[config.mk]
export PLATFORM = sky130hd
export DESIGN_NAME = bccf_control
export DESIGN_NICKNAME = d
export VERILOG_FILES = /design/src/pkg/bccf_pkg.sv /design/src/bccf_timer.sv /design/src/bccf_control.sv
export SDC_FILE = /design/constraint.sdc
export NUM_CORES = 1
export LEC_CHECK = 0
export ABC_CLOCK_PERIOD_IN_PS = 6700
export BUFFER_PORTS_ARGS = -buffer_cell sky130_fd_sc_hd__buf_4
export CAP_MARGIN = 20
export CELL_PAD_IN_SITES_DETAIL_PLACEMENT = 1
export CELL_PAD_IN_SITES_GLOBAL_PLACEMENT = 1
export CORE_MARGIN = 10
export CORE_UTILIZATION = 45
export DETAILED_ROUTE_END_ITERATION = 8
export GPL_TIMING_DRIVEN = 0
export PLACE_DENSITY_LB_ADDON = 0.1
export SLEW_MARGIN = 10
export SYNTH_ARGS = -nofsm -noshare
export SYNTH_HDL_FRONTEND = slang
export SYNTH_SLANG_ARGS = --single-unit
export TNS_END_PERCENT = 100
[constraint.sdc]
create_clock -name pclk -period 6.7 [get_ports pclk]
set_input_delay 1.34 -clock pclk [delete_from_list [all_inputs] [get_ports pclk]]
set_output_delay 1.34 -clock pclk [all_outputs]
set_load 0.05 [all_outputs]
[src/pkg/bccf_pkg.sv]
package bccf_pkg;
    localparam logic [11:0] ADDR_CHIP_CONTROL_ZERO = 12'h040;
    localparam logic [11:0] ADDR_READ_REQUEST_CONTROL = 12'h03C;
    localparam logic [11:0] ADDR_INT_STATUS = 12'h050;
    localparam logic [11:0] ADDR_INT_MASK = 12'h054;
    localparam int BIT_MALFORMED = 11;
    localparam int BIT_MRBC_LO = 12;
    localparam int BIT_FC_UPDATE = 15;
    localparam int BIT_RETRY_STATUS = 16;
    localparam int BIT_RETRY_LIM_LO = 17;
    localparam int BIT_DISCARD_DIS = 19;
    localparam int BIT_SHORT_DUR = 20;
    localparam int BIT_CRS_LO = 21;
    localparam int BIT_DT_ORDER = 23;
    localparam int BIT_BC_FWD_TIMER = 24;
    localparam int BIT_BC_REV_TIMER = 25;
    localparam int BIT_BC_DISCARD_EN = 27;
    localparam logic [31:0] CC0_WRITE_MASK = 32'h00FEF800;
    localparam logic [31:0] CC0_RESET = 32'h00200000;
    localparam logic [31:0] RRC_WRITE_MASK = 32'h0B000000;
    localparam logic [31:0] RRC_RESET = 32'h00000000;
    localparam logic [1:0] INT_WRITE_MASK = 2'h3;
    localparam logic [2:0] MRBC_128 = 3'h1;
    localparam logic [2:0] MRBC_256 = 3'h2;
    localparam logic [2:0] MRBC_1024 = 3'h4;
    localparam logic [2:0] MRBC_2048 = 3'h5;
    localparam logic [2:0] MRBC_4096 = 3'h6;
    localparam logic [12:0] BYTES_128 = 13'h0080;
    localparam logic [12:0] BYTES_256 = 13'h0100;
    localparam logic [12:0] BYTES_512 = 13'h0200;
    localparam logic [12:0] BYTES_1024 = 13'h0400;
    localparam logic [12:0] BYTES_2048 = 13'h0800;
    localparam logic [12:0] BYTES_4096 = 13'h1000;
    localparam logic [31:0] RETRY_LIM_256 = 32'h00000100;
    localparam logic [31:0] RETRY_LIM_64K = 32'h00010000;
    localparam logic [31:0] RETRY_LIM_2G = 32'h80000000;
    localparam logic [7:0] DISCARD_SHORT = 8'h40;
    localparam logic [31:0] DISCARD_SEL_CLOCKS = 32'h00000400;
    localparam logic [31:0] DISCARD_DEF_CLOCKS = 32'h00008000;
    localparam int CLK_HZ = 25000000;
    localparam int CRS_US_00 = 25;
    localparam int CRS_US_01 = 500;
    localparam int CRS_US_10 = 5000;
    localparam int CRS_US_11 = 25000;
    localparam logic [1:0] FC_STEP_TWO = 2'h2;
    localparam logic [1:0] FC_STEP_ONE = 2'h1;
    typedef enum logic [1:0] {
        BCCF_IDLE = 2'b00,
        BCCF_SETUP = 2'b01,
        BCCF_ACCESS = 2'b11
    } bccf_apb_state_type;
endpackage : bccf_pkg

[src/bccf_timer.sv]
`timescale 1ns/10ps
// Up counter: counts enabled ticks while run is high, holds expired once the limit is met
module bccf_timer (
    input wire logic pclk,
    input wire logic presetn,
    input wire logic run,
    input wire logic tick,
    input wire logic [31:0] limit,
    output logic expired
);
    logic [31:0] count;
    always_ff @(posedge pclk or negedge presetn) begin
        if (!presetn) begin
            count <= 32'h0;
            expired <= 1'b0;
        end else if (!run) begin
            count <= 32'h0;
            expired <= 1'b0;
        end else if (tick && !expired) begin
            if (count + 32'h1 >= limit) begin
                expired <= 1'b1;
            end
            count <= count + 32'h1;
        end
    end
endmodule : bccf_timer

[src/bccf_control.sv]
// The APB interface to the registers was chosen for this implementation.
`timescale 1ns/10ps
module bccf_control (
    input wire logic pclk,
    input wire logic presetn,
    input wire logic psel,
    input wire logic penable,
    input wire logic pwrite,
    input wire logic [11:0] paddr,
    input wire logic [31:0] pwdata,
    output logic [31:0] prdata,
    output logic pready,
    output logic pslverr,
    output logic irq,
    input wire logic reverse_mode,
    input wire logic pci_clk_tick,
    input wire logic malformed_seen,
    output logic malformed_error,
    input wire logic full_prefetch,
    output logic [12:0] read_request_bytes,
    input wire logic credit_freed,
    output logic credit_update,
    input wire logic retry_seen,
    input wire logic transaction_done,
    input wire logic discard_start,
    output logic discard_expired,
    input wire logic cfg_retry_start,
    output logic cfg_retry_expired,
    output logic in_order_only
);
    import bccf_pkg::*;

    logic [31:0] chip_control_zero;
    logic [31:0] read_request_control;
    logic [1:0] int_status;
    logic [1:0] int_mask;
    logic wr_en;
    logic retry_expired_pulse;
    logic retry_expired_lvl;
    logic retry_expired_d;
    logic [1:0] credit_count;
    logic [31:0] retry_limit;
    logic discard_run;
    logic [31:0] discard_limit;
    logic cfg_run;
    logic [31:0] cfg_limit;
    logic discard_lvl;
    logic cfg_lvl;
    logic cfg_d;
    logic cfg_pulse;

    function automatic logic [12:0] mrbc_decode(input logic [2:0] code);
        case (code)
            MRBC_128: mrbc_decode = BYTES_128;
            MRBC_256: mrbc_decode = BYTES_256;
            MRBC_1024: mrbc_decode = BYTES_1024;
            MRBC_2048: mrbc_decode = BYTES_2048;
            MRBC_4096: mrbc_decode = BYTES_4096;
            default: mrbc_decode = BYTES_512;
        endcase
    endfunction : mrbc_decode

    function automatic logic [31:0] us_to_cycles(input int us);
        us_to_cycles = 32'(us * (CLK_HZ / 1000000));
    endfunction : us_to_cycles

    // APB: zero wait states, every access completes in its access phase
    assign pready = 1'b1;
    assign pslverr = 1'b0;
    assign wr_en = psel && penable && pwrite;

    always_ff @(posedge pclk or negedge presetn) begin
        if (!presetn) begin
            chip_control_zero <= CC0_RESET;
        end else begin
            if (wr_en && paddr == ADDR_CHIP_CONTROL_ZERO) begin
                chip_control_zero <= (pwdata & CC0_WRITE_MASK)
                    | (chip_control_zero & ~CC0_WRITE_MASK);
            end
            // Status bit: set wins over a write-one clear in the same cycle
            if (retry_expired_pulse) begin
                chip_control_zero[BIT_RETRY_STATUS] <= 1'b1;
            end else if (wr_en && paddr == ADDR_CHIP_CONTROL_ZERO
                && pwdata[BIT_RETRY_STATUS]) begin
                chip_control_zero[BIT_RETRY_STATUS] <= 1'b0;
            end else begin
                chip_control_zero[BIT_RETRY_STATUS] <= chip_control_zero[BIT_RETRY_STATUS];
            end
        end
    end

    always_ff @(posedge pclk or negedge presetn) begin
        if (!presetn) begin
            read_request_control <= RRC_RESET;
        end else if (wr_en && paddr == ADDR_READ_REQUEST_CONTROL) begin
            read_request_control <= pwdata & RRC_WRITE_MASK;
        end
    end

    always_ff @(posedge pclk or negedge presetn) begin
        if (!presetn) begin
            int_status <= 2'h0;
            int_mask <= 2'h0;
        end else begin
            if (wr_en && paddr == ADDR_INT_MASK) begin
                int_mask <= pwdata[1:0] & INT_WRITE_MASK;
            end
            int_status[0] <= retry_expired_pulse
                | (int_status[0] & ~(wr_en && paddr == ADDR_INT_STATUS && pwdata[0]));
            int_status[1] <= cfg_pulse
                | (int_status[1] & ~(wr_en && paddr == ADDR_INT_STATUS && pwdata[1]));
        end
    end

    assign irq = |(int_status & int_mask);

    always_ff @(posedge pclk or negedge presetn) begin
        if (!presetn) begin
            prdata <= 32'h0;
        end else if (psel && !penable && !pwrite) begin
            case (paddr)
                ADDR_CHIP_CONTROL_ZERO: prdata <= chip_control_zero;
                ADDR_READ_REQUEST_CONTROL: prdata <= read_request_control;
                ADDR_INT_STATUS: prdata <= {30'h0, int_status};
                ADDR_INT_MASK: prdata <= {30'h0, int_mask};
                default: prdata <= 32'h0;
            endcase
        end
    end

    // Checks run only while enabled
    always_ff @(posedge pclk or negedge presetn) begin
        if (!presetn) begin
            malformed_error <= 1'b0;
        end else begin
            malformed_error <= malformed_seen && chip_control_zero[BIT_MALFORMED];
        end
    end

    always_ff @(posedge pclk or negedge presetn) begin
        if (!presetn) begin
            read_request_bytes <= BYTES_512;
        end else if (full_prefetch) begin
            read_request_bytes <= mrbc_decode(chip_control_zero[BIT_MRBC_LO +: 3]);
        end
    end

    always_ff @(posedge pclk or negedge presetn) begin
        if (!presetn) begin
            credit_count <= 2'h0;
            credit_update <= 1'b0;
        end else begin
            credit_update <= 1'b0;
            if (credit_freed) begin
                if (chip_control_zero[BIT_FC_UPDATE] || credit_count + 2'h1 >= FC_STEP_TWO) begin
                    credit_update <= 1'b1;
                    credit_count <= 2'h0;
                end else begin
                    credit_count <= credit_count + 2'h1;
                end
            end
        end
    end

    always_comb begin
        case (chip_control_zero[BIT_RETRY_LIM_LO +: 2])
            2'h1: retry_limit = RETRY_LIM_256;
            2'h2: retry_limit = RETRY_LIM_64K;
            2'h3: retry_limit = RETRY_LIM_2G;
            default: retry_limit = 32'h0;
        endcase
    end

    // Unlimited mode keeps the counter idle so it never expires
    bccf_timer u_retry (
        .pclk(pclk),
        .presetn(presetn),
        .run(!transaction_done && retry_limit != 32'h0),
        .tick(retry_seen),
        .limit(retry_limit),
        .expired(retry_expired_lvl)
    );

    always_comb begin
        if (chip_control_zero[BIT_SHORT_DUR]) begin
            discard_limit = {24'h0, DISCARD_SHORT};
        end else if (reverse_mode) begin
            discard_limit = read_request_control[BIT_BC_REV_TIMER]
                ? DISCARD_SEL_CLOCKS : DISCARD_DEF_CLOCKS;
        end else begin
            discard_limit = read_request_control[BIT_BC_FWD_TIMER]
                ? DISCARD_SEL_CLOCKS : DISCARD_DEF_CLOCKS;
        end
    end

    assign discard_run = discard_start && !chip_control_zero[BIT_DISCARD_DIS]
        && read_request_control[BIT_BC_DISCARD_EN];

    bccf_timer u_discard (
        .pclk(pclk),
        .presetn(presetn),
        .run(discard_run),
        .tick(pci_clk_tick),
        .limit(discard_limit),
        .expired(discard_lvl)
    );

    always_comb begin
        case (chip_control_zero[BIT_CRS_LO +: 2])
            2'h0: cfg_limit = us_to_cycles(CRS_US_00);
            2'h1: cfg_limit = us_to_cycles(CRS_US_01);
            2'h2: cfg_limit = us_to_cycles(CRS_US_10);
            default: cfg_limit = us_to_cycles(CRS_US_11);
        endcase
    end

    assign cfg_run = cfg_retry_start;

    bccf_timer u_cfg (
        .pclk(pclk),
        .presetn(presetn),
        .run(cfg_run),
        .tick(1'b1),
        .limit(cfg_limit),
        .expired(cfg_lvl)
    );

    always_ff @(posedge pclk or negedge presetn) begin
        if (!presetn) begin
            retry_expired_d <= 1'b0;
            cfg_d <= 1'b0;
        end else begin
            retry_expired_d <= retry_expired_lvl;
            cfg_d <= cfg_lvl;
        end
    end

    assign retry_expired_pulse = retry_expired_lvl && !retry_expired_d;
    assign cfg_pulse = cfg_lvl && !cfg_d;
    assign discard_expired = discard_lvl;
    assign cfg_retry_expired = cfg_lvl;
    assign in_order_only = chip_control_zero[BIT_DT_ORDER];

    a_malformed_gate: assert property (@(posedge pclk) disable iff (!presetn)
        malformed_error
        |-> $past(chip_control_zero[BIT_MALFORMED]))
        else $error("malformed error while checks off");
    a_malformed_pass: assert property (@(posedge pclk) disable iff (!presetn)
        malformed_seen && chip_control_zero[BIT_MALFORMED]
        |=> malformed_error)
        else $error("malformed packet not flagged");
    a_prefetch_size: assert property (@(posedge pclk) disable iff (!presetn)
        full_prefetch && chip_control_zero[BIT_MRBC_LO +: 3] == MRBC_4096
        |=> read_request_bytes == BYTES_4096)
        else $error("prefetch size wrong");
    a_size_hold: assert property (@(posedge pclk) disable iff (!presetn)
        !full_prefetch
        |=> $stable(read_request_bytes))
        else $error("byte count moved without prefetch");
    a_default_size: assert property (@(posedge pclk) disable iff (!presetn)
        full_prefetch && chip_control_zero[BIT_MRBC_LO +: 3] == 3'h7
        |=> read_request_bytes == BYTES_512)
        else $error("code 7 not 512 bytes");
    a_size_small: assert property (@(posedge pclk) disable iff (!presetn)
        full_prefetch && chip_control_zero[BIT_MRBC_LO +: 3] == MRBC_128
        |=> read_request_bytes == BYTES_128)
        else $error("code 1 not 128 bytes");
    a_size_zero: assert property (@(posedge pclk) disable iff (!presetn)
        full_prefetch && chip_control_zero[BIT_MRBC_LO +: 3] == 3'h0
        |=> read_request_bytes == BYTES_512)
        else $error("code 0 not 512 bytes");
    a_credit_one: assert property (@(posedge pclk) disable iff (!presetn)
        credit_freed && chip_control_zero[BIT_FC_UPDATE]
        |=> credit_update)
        else $error("single credit update missing");
    a_credit_two: assert property (@(posedge pclk) disable iff (!presetn)
        credit_freed && !chip_control_zero[BIT_FC_UPDATE] && credit_count == 2'h1
        |=> credit_update)
        else $error("second credit update missing");
    a_credit_half: assert property (@(posedge pclk) disable iff (!presetn)
        credit_freed && !chip_control_zero[BIT_FC_UPDATE] && credit_count == 2'h0
        |=> !credit_update)
        else $error("update after one credit in pairs mode");
    a_credit_idle: assert property (@(posedge pclk) disable iff (!presetn)
        !credit_freed
        |=> !credit_update)
        else $error("credit update without freed credit");
    a_retry_sticky: assert property (@(posedge pclk) disable iff (!presetn)
        retry_expired_pulse
        |=> chip_control_zero[BIT_RETRY_STATUS])
        else $error("retry status not set");
    a_retry_clear: assert property (@(posedge pclk) disable iff (!presetn)
        wr_en && paddr == ADDR_CHIP_CONTROL_ZERO && pwdata[BIT_RETRY_STATUS]
        && !retry_expired_pulse
        |=> !chip_control_zero[BIT_RETRY_STATUS])
        else $error("retry status not cleared");
    a_retry_hold: assert property (@(posedge pclk) disable iff (!presetn)
        !retry_expired_pulse && !(wr_en && paddr == ADDR_CHIP_CONTROL_ZERO)
        |=> $stable(chip_control_zero[BIT_RETRY_STATUS]))
        else $error("retry status changed on its own");
    a_irq_raise: assert property (@(posedge pclk) disable iff (!presetn)
        retry_expired_pulse && int_mask[0] && !(wr_en && paddr == ADDR_INT_MASK)
        |=> irq)
        else $error("unmasked retry expiry gave no interrupt");
    a_no_limit: assert property (@(posedge pclk) disable iff (!presetn)
        chip_control_zero[BIT_RETRY_LIM_LO +: 2] == 2'h0
        |=> !retry_expired_lvl)
        else $error("expiry with no limit");
    a_retry_count: assert property (@(posedge pclk) disable iff (!presetn)
        $rose(retry_expired_lvl) && retry_limit == RETRY_LIM_256
        |-> u_retry.count == RETRY_LIM_256)
        else $error("retry expiry not at 256");
    a_discard_off: assert property (@(posedge pclk) disable iff (!presetn)
        chip_control_zero[BIT_DISCARD_DIS]
        |=> !discard_lvl)
        else $error("discard timer ran while disabled");
    a_short_expiry: assert property (@(posedge pclk) disable iff (!presetn)
        $rose(discard_lvl) && chip_control_zero[BIT_SHORT_DUR]
        |-> u_discard.count == {24'h0, DISCARD_SHORT})
        else $error("short discard expiry not at 64 clocks");
    a_discard_sel: assert property (@(posedge pclk) disable iff (!presetn)
        $rose(discard_lvl) && !chip_control_zero[BIT_SHORT_DUR] && !reverse_mode
        && read_request_control[BIT_BC_FWD_TIMER]
        |-> u_discard.count == DISCARD_SEL_CLOCKS)
        else $error("forward discard timeout wrong");
    a_cfg_reset: assert property (@(posedge pclk) disable iff (!presetn)
        $rose(presetn)
        |-> chip_control_zero[BIT_CRS_LO +: 2] == 2'h1)
        else $error("config retry code not 01");
    a_cfg_short: assert property (@(posedge pclk) disable iff (!presetn)
        $rose(cfg_lvl) && chip_control_zero[BIT_CRS_LO +: 2] == 2'h0
        |-> u_cfg.count == us_to_cycles(CRS_US_00))
        else $error("config retry timer not at 25us");
    a_order_follow: assert property (@(posedge pclk) disable iff (!presetn)
        wr_en && paddr == ADDR_CHIP_CONTROL_ZERO
        |=> in_order_only == $past(pwdata[BIT_DT_ORDER]))
        else $error("order control mismatch");
endmodule : bccf_control

==> results.yml, run 1 <==
logic_synthesis:
  syn_area_um2: 9180
  synthTopCellsByArea: "dfrtp_1 (40%), nor2_1 (5.8%), xor2_1 (5.5%)"
  synth_edf_count: 0
  yosysSeqAreaShare: 0.409
  avgSynthCellArea_um2: 8.84
  synth_area_leader_cell: "dfrtp_1"
  synth_ff_type: "dfrtp_1"
  yosysTopAreaCellShare: 0.403
  synthCells: 1039
  yosysUniqueCellTypes: 71
  synth_seq_cells: 150
  async_flop_share: 1.00
  ys_warn_count: 0
finish:
  mostFrequentLayoutCells: "dfrtp_1 (148), nor2_1 (143), nand2_1 (108)"
  fillCellCount: 2402
  nets: 1239
  drive_above_1_share: 0.172
  layout_commonest_cell: "dfrtp_1"
  syn_to_final_growth_pct: 17.8
  diodes: 0
  fin_area_um2: 10800
  final_util: 0.536
drt:
  wl_per_cell_um: 17.8
  drtPass1Iterations: 4
  num_vias: 7909
  antenna_left: 0
  wirelength_um: 25600
  drc_errors: 0
  via_per_inst: 5.51
  drt_iter0_drc: 380
floorplan:
  fp.dieArea_um2: 26500
  core_um2: 20200
  fp.dieH_um: 163
  die_w_um: 163
  pin_count: 111
  rows: 52
  start_util: 0.455
timing:
  worst_pin_slew_ns: 0.856
  post-route-period-util: 0.521
  setup_viol: 0
  fin_ws_ns: 3.21
  timing.slew.headroom: 0.424
  final-hold-violation-count: 0
  finalClockSkew_ns: 0.0102
  max_freq_mhz: 286
  final.min_clock_period_ns: 3.49
  final_max_slew_viol_count: 0
  fin_setup_tns_ns: 0
  rsz0062_at_grt: "false"
clock_network:
  root_buffer: "clkbuf_16"
  post_cts_buffers: 0
  cts_tree: "built"
  htreeDepth: 4
  clock_tree.buffer_depth: 2
  clk_latency_ns: 0.43
  clock-sinks: 150
  cts.repair.resized: 0
  clk_pin_slew_ns: 0.07
  hold_buffers: 0
  numCtsBuffers: 17
place:
  dpl.hpwl_um: 18800
  placed_area_um2: 10200
  gp_congestion: 0.877
  numPortBuffers: 86
  pre_cts_ws_ns: 2.90
global_route:
  grt_pass1_vias: 8350
  grt_overflow_total: 0
  antenna_found_initial: 0
  grt_usage: 0.196
  grt_pass1_wl_um: 43100
  grt_max_degree: 99
job:
  maxCapViolations: 0
critical_path:
  path_class: "flop to flop"
  cp-start-kind: "flop"
  setup.worst_path.end_class: "flop"
  ff2ff_setup_slack_ns: 3.21
  cp.required_ns: 7.04
  cp.arrival_ns: 3.83
  worstPathMaxFanout: 6
pwr:
  vdd_drop_max_mv: 0.182
  power_density_nw_per_um2: 184
  finalPower_w: 0.00198
  leakagePower_nw: 4.74
hold_path:
  hold_path_class: "flop to flop"
run_status:
  outcome: "finished, final reports clean"
==> area by class of cell <==
cell class              count  area [um^2]  share of cell area
multi-input cells         805         5010               0.464
flip-flops and latches    150         3760               0.347
repair buffers             87          681              0.0629
clock buffers              19          453              0.0419
plain buffers              68          353              0.0326
well taps                 270          338              0.0312
clock inverters            13          134              0.0124
inverters                  23         86.3             0.00798
==> Yosys cell counts (22+ instances only) <==
master,number
clkbuf_1,33
xnor2_1,54
dfrtp_1,148
nor2_1,143
o21ai_0,29
nand4_1,37
xor2_1,58
nand2_1,108
ha_1,29
a21oi_1,32
inv_1,23
nor3_1,32
nand3_1,63
or3_1,22
buf_4,22
==> worst max-delay path, stage by stage (launching register included) <==
cell and delay (ns):
dfrtp_1 0.43, ha_1 0.25, nand3_1 0.23, or2_1 0.39, or3_1 0.35, clkbuf_1 0.19
nor2_1 0.14, xor2_1 0.09, ha_1 0.27, nand2_1 0.08, nor3_1 0.19, nand4_1 0.11
a2111oi_0 0.33, o21bai_1 0.14, a41oi_1 0.21
==> registers in the layout, indices dropped and copies added (netlist names) <==
signal,flops
u_cfg.count,32
u_discard.count,32
u_retry.count,32
prdata,19
chip_control_zero,13
read_request_bytes,6
read_request_control,3
credit_count,2
int_mask,2
int_status,2
cfg_d,1
credit_update,1
malformed_error,1
retry_expired_d,1
u_cfg.expired,1
u_discard.expired,1
u_retry.expired,1
==> final timing paths <==
check                                startpoint                    end  cells past startpoint
worst max-delay path             u_cfg.count[0]          u_cfg.expired                     14
worst min-delay path            u_retry.expired        retry_expired_d                      0
worst max register to register   u_cfg.count[0]          u_cfg.expired                     14
worst min register to register  u_retry.expired        retry_expired_d                      0
max in group asynchronous               presetn  read_request_bytes[9]                      2
min in group asynchronous               presetn    u_discard.count[21]                      1
==> per-layer routing <==
layer,share of wire,GRT usage
met5,0,0
met4,0.013,0.0533
met3,0.039,0.0336
met2,0.48,0.325
met1,0.47,0.258
==> where the power goes <==
group          switching, W  internal [W]
combinational     0.0000670     0.0000342
clock              0.000426      0.000541
sequential       0.00000501      0.000911
total              0.000498       0.00149
==> cells by family (layout without fill, tap and decap cells) <==
family          Yosys count  in the layout  share of synthesized area
xor+xnor                112            112                      0.107
mux                      24             24                     0.0289
simple gates            506            506                      0.276
fa+ha+maj                29             29                     0.0395
other cells               2              9                   0.000818
buf+inv                  91            210                     0.0478
compound gates          125            125                     0.0907
flops                   150            150                      0.409
==> stage by stage <==
stage               cells  hold WS, ns
floorplan            1046        0.374
global placement     1402        0.395
detailed placement   1403        0.398
CTS                  1435        0.410
global route         1435        0.433
finish               1435        0.415
Power figures use the tool's default switching activity.
==> run 2, diff against run 1 <==
Settings changed: ABC_CLOCK_PERIOD_IN_PS 6700 to 3350.
Clock period 6.7 ns to 3.35 ns, I/O delays scaled along.
==> results.yml, run 2 (synthesis gave the netlist of run 1 again) <==
clock_network:
  clock_tree.buffer_depth: 2
  hold_buffers: 0
  root_buffer: "clkbuf_16"
  numCtsBuffers: 17
  cts_tree: "built"
  clk_pin_slew_ns: 0.07
  clk_latency_ns: 0.44
  htreeDepth: 4
  clock-sinks: 150
floorplan:
  pin_count: 111
  core_um2: 20200
  fp.dieH_um: 163
  rows: 52
  fp.dieArea_um2: 26500
  die_w_um: 163
  start_util: 0.455
drt:
  wirelength_um: 25900
  drtPass1Iterations: 5
  drt_iter0_drc: 367
  num_vias: 7946
  antenna_left: 0
  drc_errors: 0
  via_per_inst: 5.53
  wl_per_cell_um: 18.1
timing:
  final.min_clock_period_ns: 3.17
  worst_pin_slew_ns: 0.846
  timing.slew.headroom: 0.431
  max_freq_mhz: 316
  rsz0062_at_grt: "false"
  post-route-period-util: 0.945
  whs_ns: 0.127
  final-hold-violation-count: 0
  final_max_slew_viol_count: 0
  setup_viol: 0
  finalClockSkew_ns: 0.00994
place:
  dpl.hpwl_um: 18800
  placed_area_um2: 10200
  numPortBuffers: 86
  gp_congestion: 0.877
global_route:
  grt_overflow_total: 0
  grt_max_degree: 99
  antenna_found_initial: 0
  grt_pass1_vias: 8351
  grt_usage: 0.196
  grt_pass1_wl_um: 43200
pwr:
  vdd_drop_max_mv: 0.369
  power_density_nw_per_um2: 365
  internal-power_w: 0.00297
  leakagePower_nw: 4.77
  switching_share: 0.252
  p_switching_w: 0.00100
  pwr-share-seq: 0.461
  p_comb_frac: 0.051
  p_clk_frac: 0.487
critical_path:
  cp.required_ns: 3.69
  cp.arrival_ns: 3.51
  slowest_delay_ns: 0.42
  crit_chain: "ha_2 > nand3_2 > or2_4 > or3_4 > nor2_1 > xor2_1 > ha_1 > nand2_1 > nor3_1 > nand4_1 > a2111oi_2 > o21bai_1 > a41oi_1"
  setup.worst_path.end_class: "flop"
  crit_slowest_cell: "dfrtp_2"
  worstPathMaxFanout: 6
  cp-start-kind: "flop"
  path_class: "flop to flop"
finish:
  diodes: 0
  multiInputGateArea_um2: 5070
  regArea_um2: 3760
  reg.largest.list: "u_cfg.count: 32 flops, u_discard.count: 32 flops, u_retry.count: 32 flops"
  syn_to_final_growth_pct: 18.6
  nets: 1240
  layout_commonest_cell: "dfrtp_1"
  fin_area_um2: 10900
  mostFrequentLayoutCells: "dfrtp_1 (146), nor2_1 (143), buf_4 (110)"
  drive_above_1_share: 0.185
  fillCellCount: 2392
job:
  maxCapViolations: 0
run_status:
  outcome: "finished, final reports clean"
hold_path:
  hold_path_class: "primary input to asynchronous set/reset pin"
[run 2: worst paths after layout]
path / from / endpoint / slack, ns / cells past startpoint
worst min register to register: u_retry.expired / retry_expired_d / 0.41 / 0
max in group asynchronous: presetn / u_cfg.count[0] / 2.36 / 2
min in group pclk: credit_freed / credit_count[1] / 0.41 / 2
worst min-delay path: presetn / u_discard.count[21] / 0.13 / 1
worst max register to register: u_cfg.count[0] / u_cfg.expired / 0.18 / 13
worst max-delay path: u_cfg.count[0] / u_cfg.expired / 0.18 / 13
[run 2: metal layers]
layer	GRT usage	vias up	wire length (um)
li1	-	3839	-
met1	0.259	3922	12000
met2	0.325	158	12500
met3	0.0336	27	1030
met4	0.0533	0	347
met5	0	-	0
[run 2: power by group through the flow]
| stage | logic (W) | clock network (W) | registers (W) |
|---|---|---|---|
| detailed placement | 0.000206 | 0 | 0.00187 |
| finish | 0.000204 | 0.00194 | 0.00183 |
| floorplan | 0.0000736 | 0 | 0.00188 |
| CTS | 0.000208 | 0.00197 | 0.00183 |
| global placement | 0.000197 | 0 | 0.00186 |
| global route | 0.000225 | 0.00206 | 0.00183 |
[run 2: through the flow]
| step | setup slack, ns | instances | utilization | power, W | setup TNS [ns] |
|---|---|---|---|---|---|
| 6_report | 0.183 | 1436 | 0.540 | 0.00398 | 0 |
| 5_1_grt | 0.00143 | 1436 | 0.540 | 0.00412 | 0 |
| 4_1_cts | 0.0214 | 1435 | 0.537 | 0.00402 | 0 |
| 3_5_place_dp | -0.148 | 1403 | 0.507 | 0.00207 | -0.148 |
| 3_3_place_gp | -0.122 | 1402 | 0.505 | 0.00206 | -0.122 |
| 2_1_floorplan | 0.488 | 1046 | - | 0.00196 | 0 |
[run 2: timing repair]
| action | in CTS | in global routing |
|---|---|---|
| setup buffers | 0 | 3 |
| endpoints found under the setup margin | 2 | 2 |
| pin swaps | 0 | 2 |
| resized for setup | 5 | 11 |
| cloned | 0 | 0 |
[run 2: worst max-delay path: cells and delay by family, from the launching register on]
kind                     cells  cell delay [ns]
AND/OR/NAND/NOR              7             1.44
AO/OA/AOI/OAI                3             0.58
adder cells (fa/ha/maj)      2             0.52
flip-flops                   1             0.42
XOR/XNOR                     1             0.11
[run 2: layout make-up]
type,instances,share of cell area
well taps,270,0.0310
clock inverters,13,0.0123
clock buffers,19,0.0416
repair buffers,90,0.0646
inverters,23,0.00793
plain buffers,66,0.0318
flip-flops and latches,150,0.345
multi-input cells,805,0.466
==> run 3, diff against run 2 <==
Settings changed: ABC_CLOCK_PERIOD_IN_PS 3350 to 3400, CORE_MARGIN 10 to not set.
Clock period 3.35 ns to 3.4 ns, I/O delays scaled along.
==> results.yml, run 3 (synthesis gave the netlist of run 1 again) <==
run_status:
  outcome: "finished, final reports clean"
floorplan:
  core_um2: 19700
  fp.dieArea_um2: 21000
  pin_count: 111
  fp.dieH_um: 145
  die_w_um: 145
  rows: 51
  start_util: 0.466
drt:
  num_vias: 7951
  wirelength_um: 25300
  antenna_left: 0
  drt_iter0_drc: 356
  wl_per_cell_um: 17.7
  via_per_inst: 5.56
  drtPass1Iterations: 4
  drc_errors: 0
global_route:
  grt_max_degree: 101
  antenna_found_initial: 0
  grt_pass1_vias: 8086
  grt_overflow_total: 0
  grt_pass1_wl_um: 41300
  grt_usage: 0.253
critical_path:
  worstPathMaxFanout: 6
  r2r-start: "u_cfg.count[0]"
  cp-start-kind: "flop"
  ff2ff_setup_slack_ns: 0.23
  path_class: "flop to flop"
  ff2ff_path_depth: 13
  cp.required_ns: 3.73
  cp.arrival_ns: 3.50
  timing.rr.end: "u_cfg.expired"
  setup.worst_path.end_class: "flop"
clock_network:
  root_buffer: "clkbuf_16"
  clk_pin_slew_ns: 0.07
  cts_tree: "built"
  htreeDepth: 4
  clock_tree.buffer_depth: 2
  numCtsBuffers: 17
  clock-sinks: 150
  hold_buffers: 0
  clk_latency_ns: 0.43
timing:
  max_freq_mhz: 315
  post-route-period-util: 0.933
  fin_setup_tns_ns: 0
  timing.slew.headroom: 0.433
  fin_ws_ns: 0.227
  final.min_clock_period_ns: 3.17
  rsz0062_at_grt: "true"
  final_max_slew_viol_count: 0
  final-hold-violation-count: 0
  setup_viol: 0
  worst_pin_slew_ns: 0.849
  finalClockSkew_ns: 0.00927
finish:
  final_util: 0.552
  fin_area_um2: 10900
  layout_commonest_cell: "dfrtp_1"
  nets: 1240
  syn_to_final_growth_pct: 18.5
  mostFrequentLayoutCells: "dfrtp_1 (146), nor2_1 (143), buf_4 (109)"
  reg.largest.list: "u_cfg.count: 32 flops, u_discard.count: 32 flops, u_retry.count: 32 flops"
  drive_above_1_share: 0.181
  diodes: 0
  finalNonFillerCells: 1431
pwr:
  power_density_nw_per_um2: 366
  leakagePower_nw: 4.78
  vdd_drop_max_mv: 0.344
job:
  maxCapViolations: 0
place:
  gp_congestion: 0.853
  placed_area_um2: 10200
  dpl.hpwl_um: 18100
  pre_cts_ws_ns: -0.0972
  numPortBuffers: 86
  dp_cells: 1398
hold_path:
  hold_path_class: "primary input to asynchronous set/reset pin"
run 3: worst max path at each step:
stage / slack (ns) / cells after the start / start / end
6_report: 0.23 / 13 / u_cfg.count[0] / u_cfg.expired
3_3_place_gp: -0.10 / 14 / u_cfg.count[0] / u_cfg.expired
2_1_floorplan: 0.54 / 14 / u_cfg.count[0] / u_cfg.expired
3_5_place_dp: -0.1 / 14 / u_cfg.count[0] / u_cfg.expired
5_1_grt: -0.06 / 11 / u_retry.count[14] / u_retry.expired
4_1_cts: 0.007 / 11 / u_retry.count[5] / u_retry.expired
run 3: area by class of cell:
type | count | area (um^2)
fillers | 2352 | 8830
clock inverters | 12 | 140
flip-flops and latches | 150 | 3760
well taps | 265 | 332
clock buffers | 20 | 467
repair buffers | 89 | 696
multi-input cells | 805 | 5060
inverters | 23 | 86.3
plain buffers | 67 | 349
run 3: routing by layer:
layer	share of wire	vias to the layer above	global-route usage
met5	0	-	0
li1	-	3837	-
met3	0.041	27	0.0431
met2	0.49	131	0.441
met1	0.45	3956	0.322
met4	0.013	0	0.0709
run 3: report_power, final:
part	leakage, nW	switching [W]	internal [W]
combinational	2.42	0.000133	0.0000680
clock	0.295	0.000830	0.00115
sequential	2.06	0.00000994	0.00180
total	4.78	0.000973	0.00302
run 3: per-stage QoR:
step	power [W]	hold WS, ns
final	0.00399	0.160
after global routing	0.00411	0.169
after CTS	0.00403	0.159
after detailed placement	0.00204	0.394
after global placement	0.00203	0.390
after floorplan	0.00193	0.374
run 3: timing repair:
action,4_1_cts,5_1_grt
buffers inserted,0,2
cloned,0,0
endpoints found under the hold margin,0,0
setup endpoints to repair,1,2
pin swaps,0,1
gates resized for setup,3,8
run 3: critical path, stage by stage (launching register included):
cell and delay (ns):
dfrtp_2 0.41, ha_2 0.23, nand3_2 0.14, or2_4 0.31, or3_1 0.45, nor2_1 0.16, xor2_1 0.09, ha_1 0.27
nand2_1 0.08, nor3_1 0.21, nand4_1 0.15, a2111oi_2 0.27, o21bai_1 0.12, a41oi_1 0.19
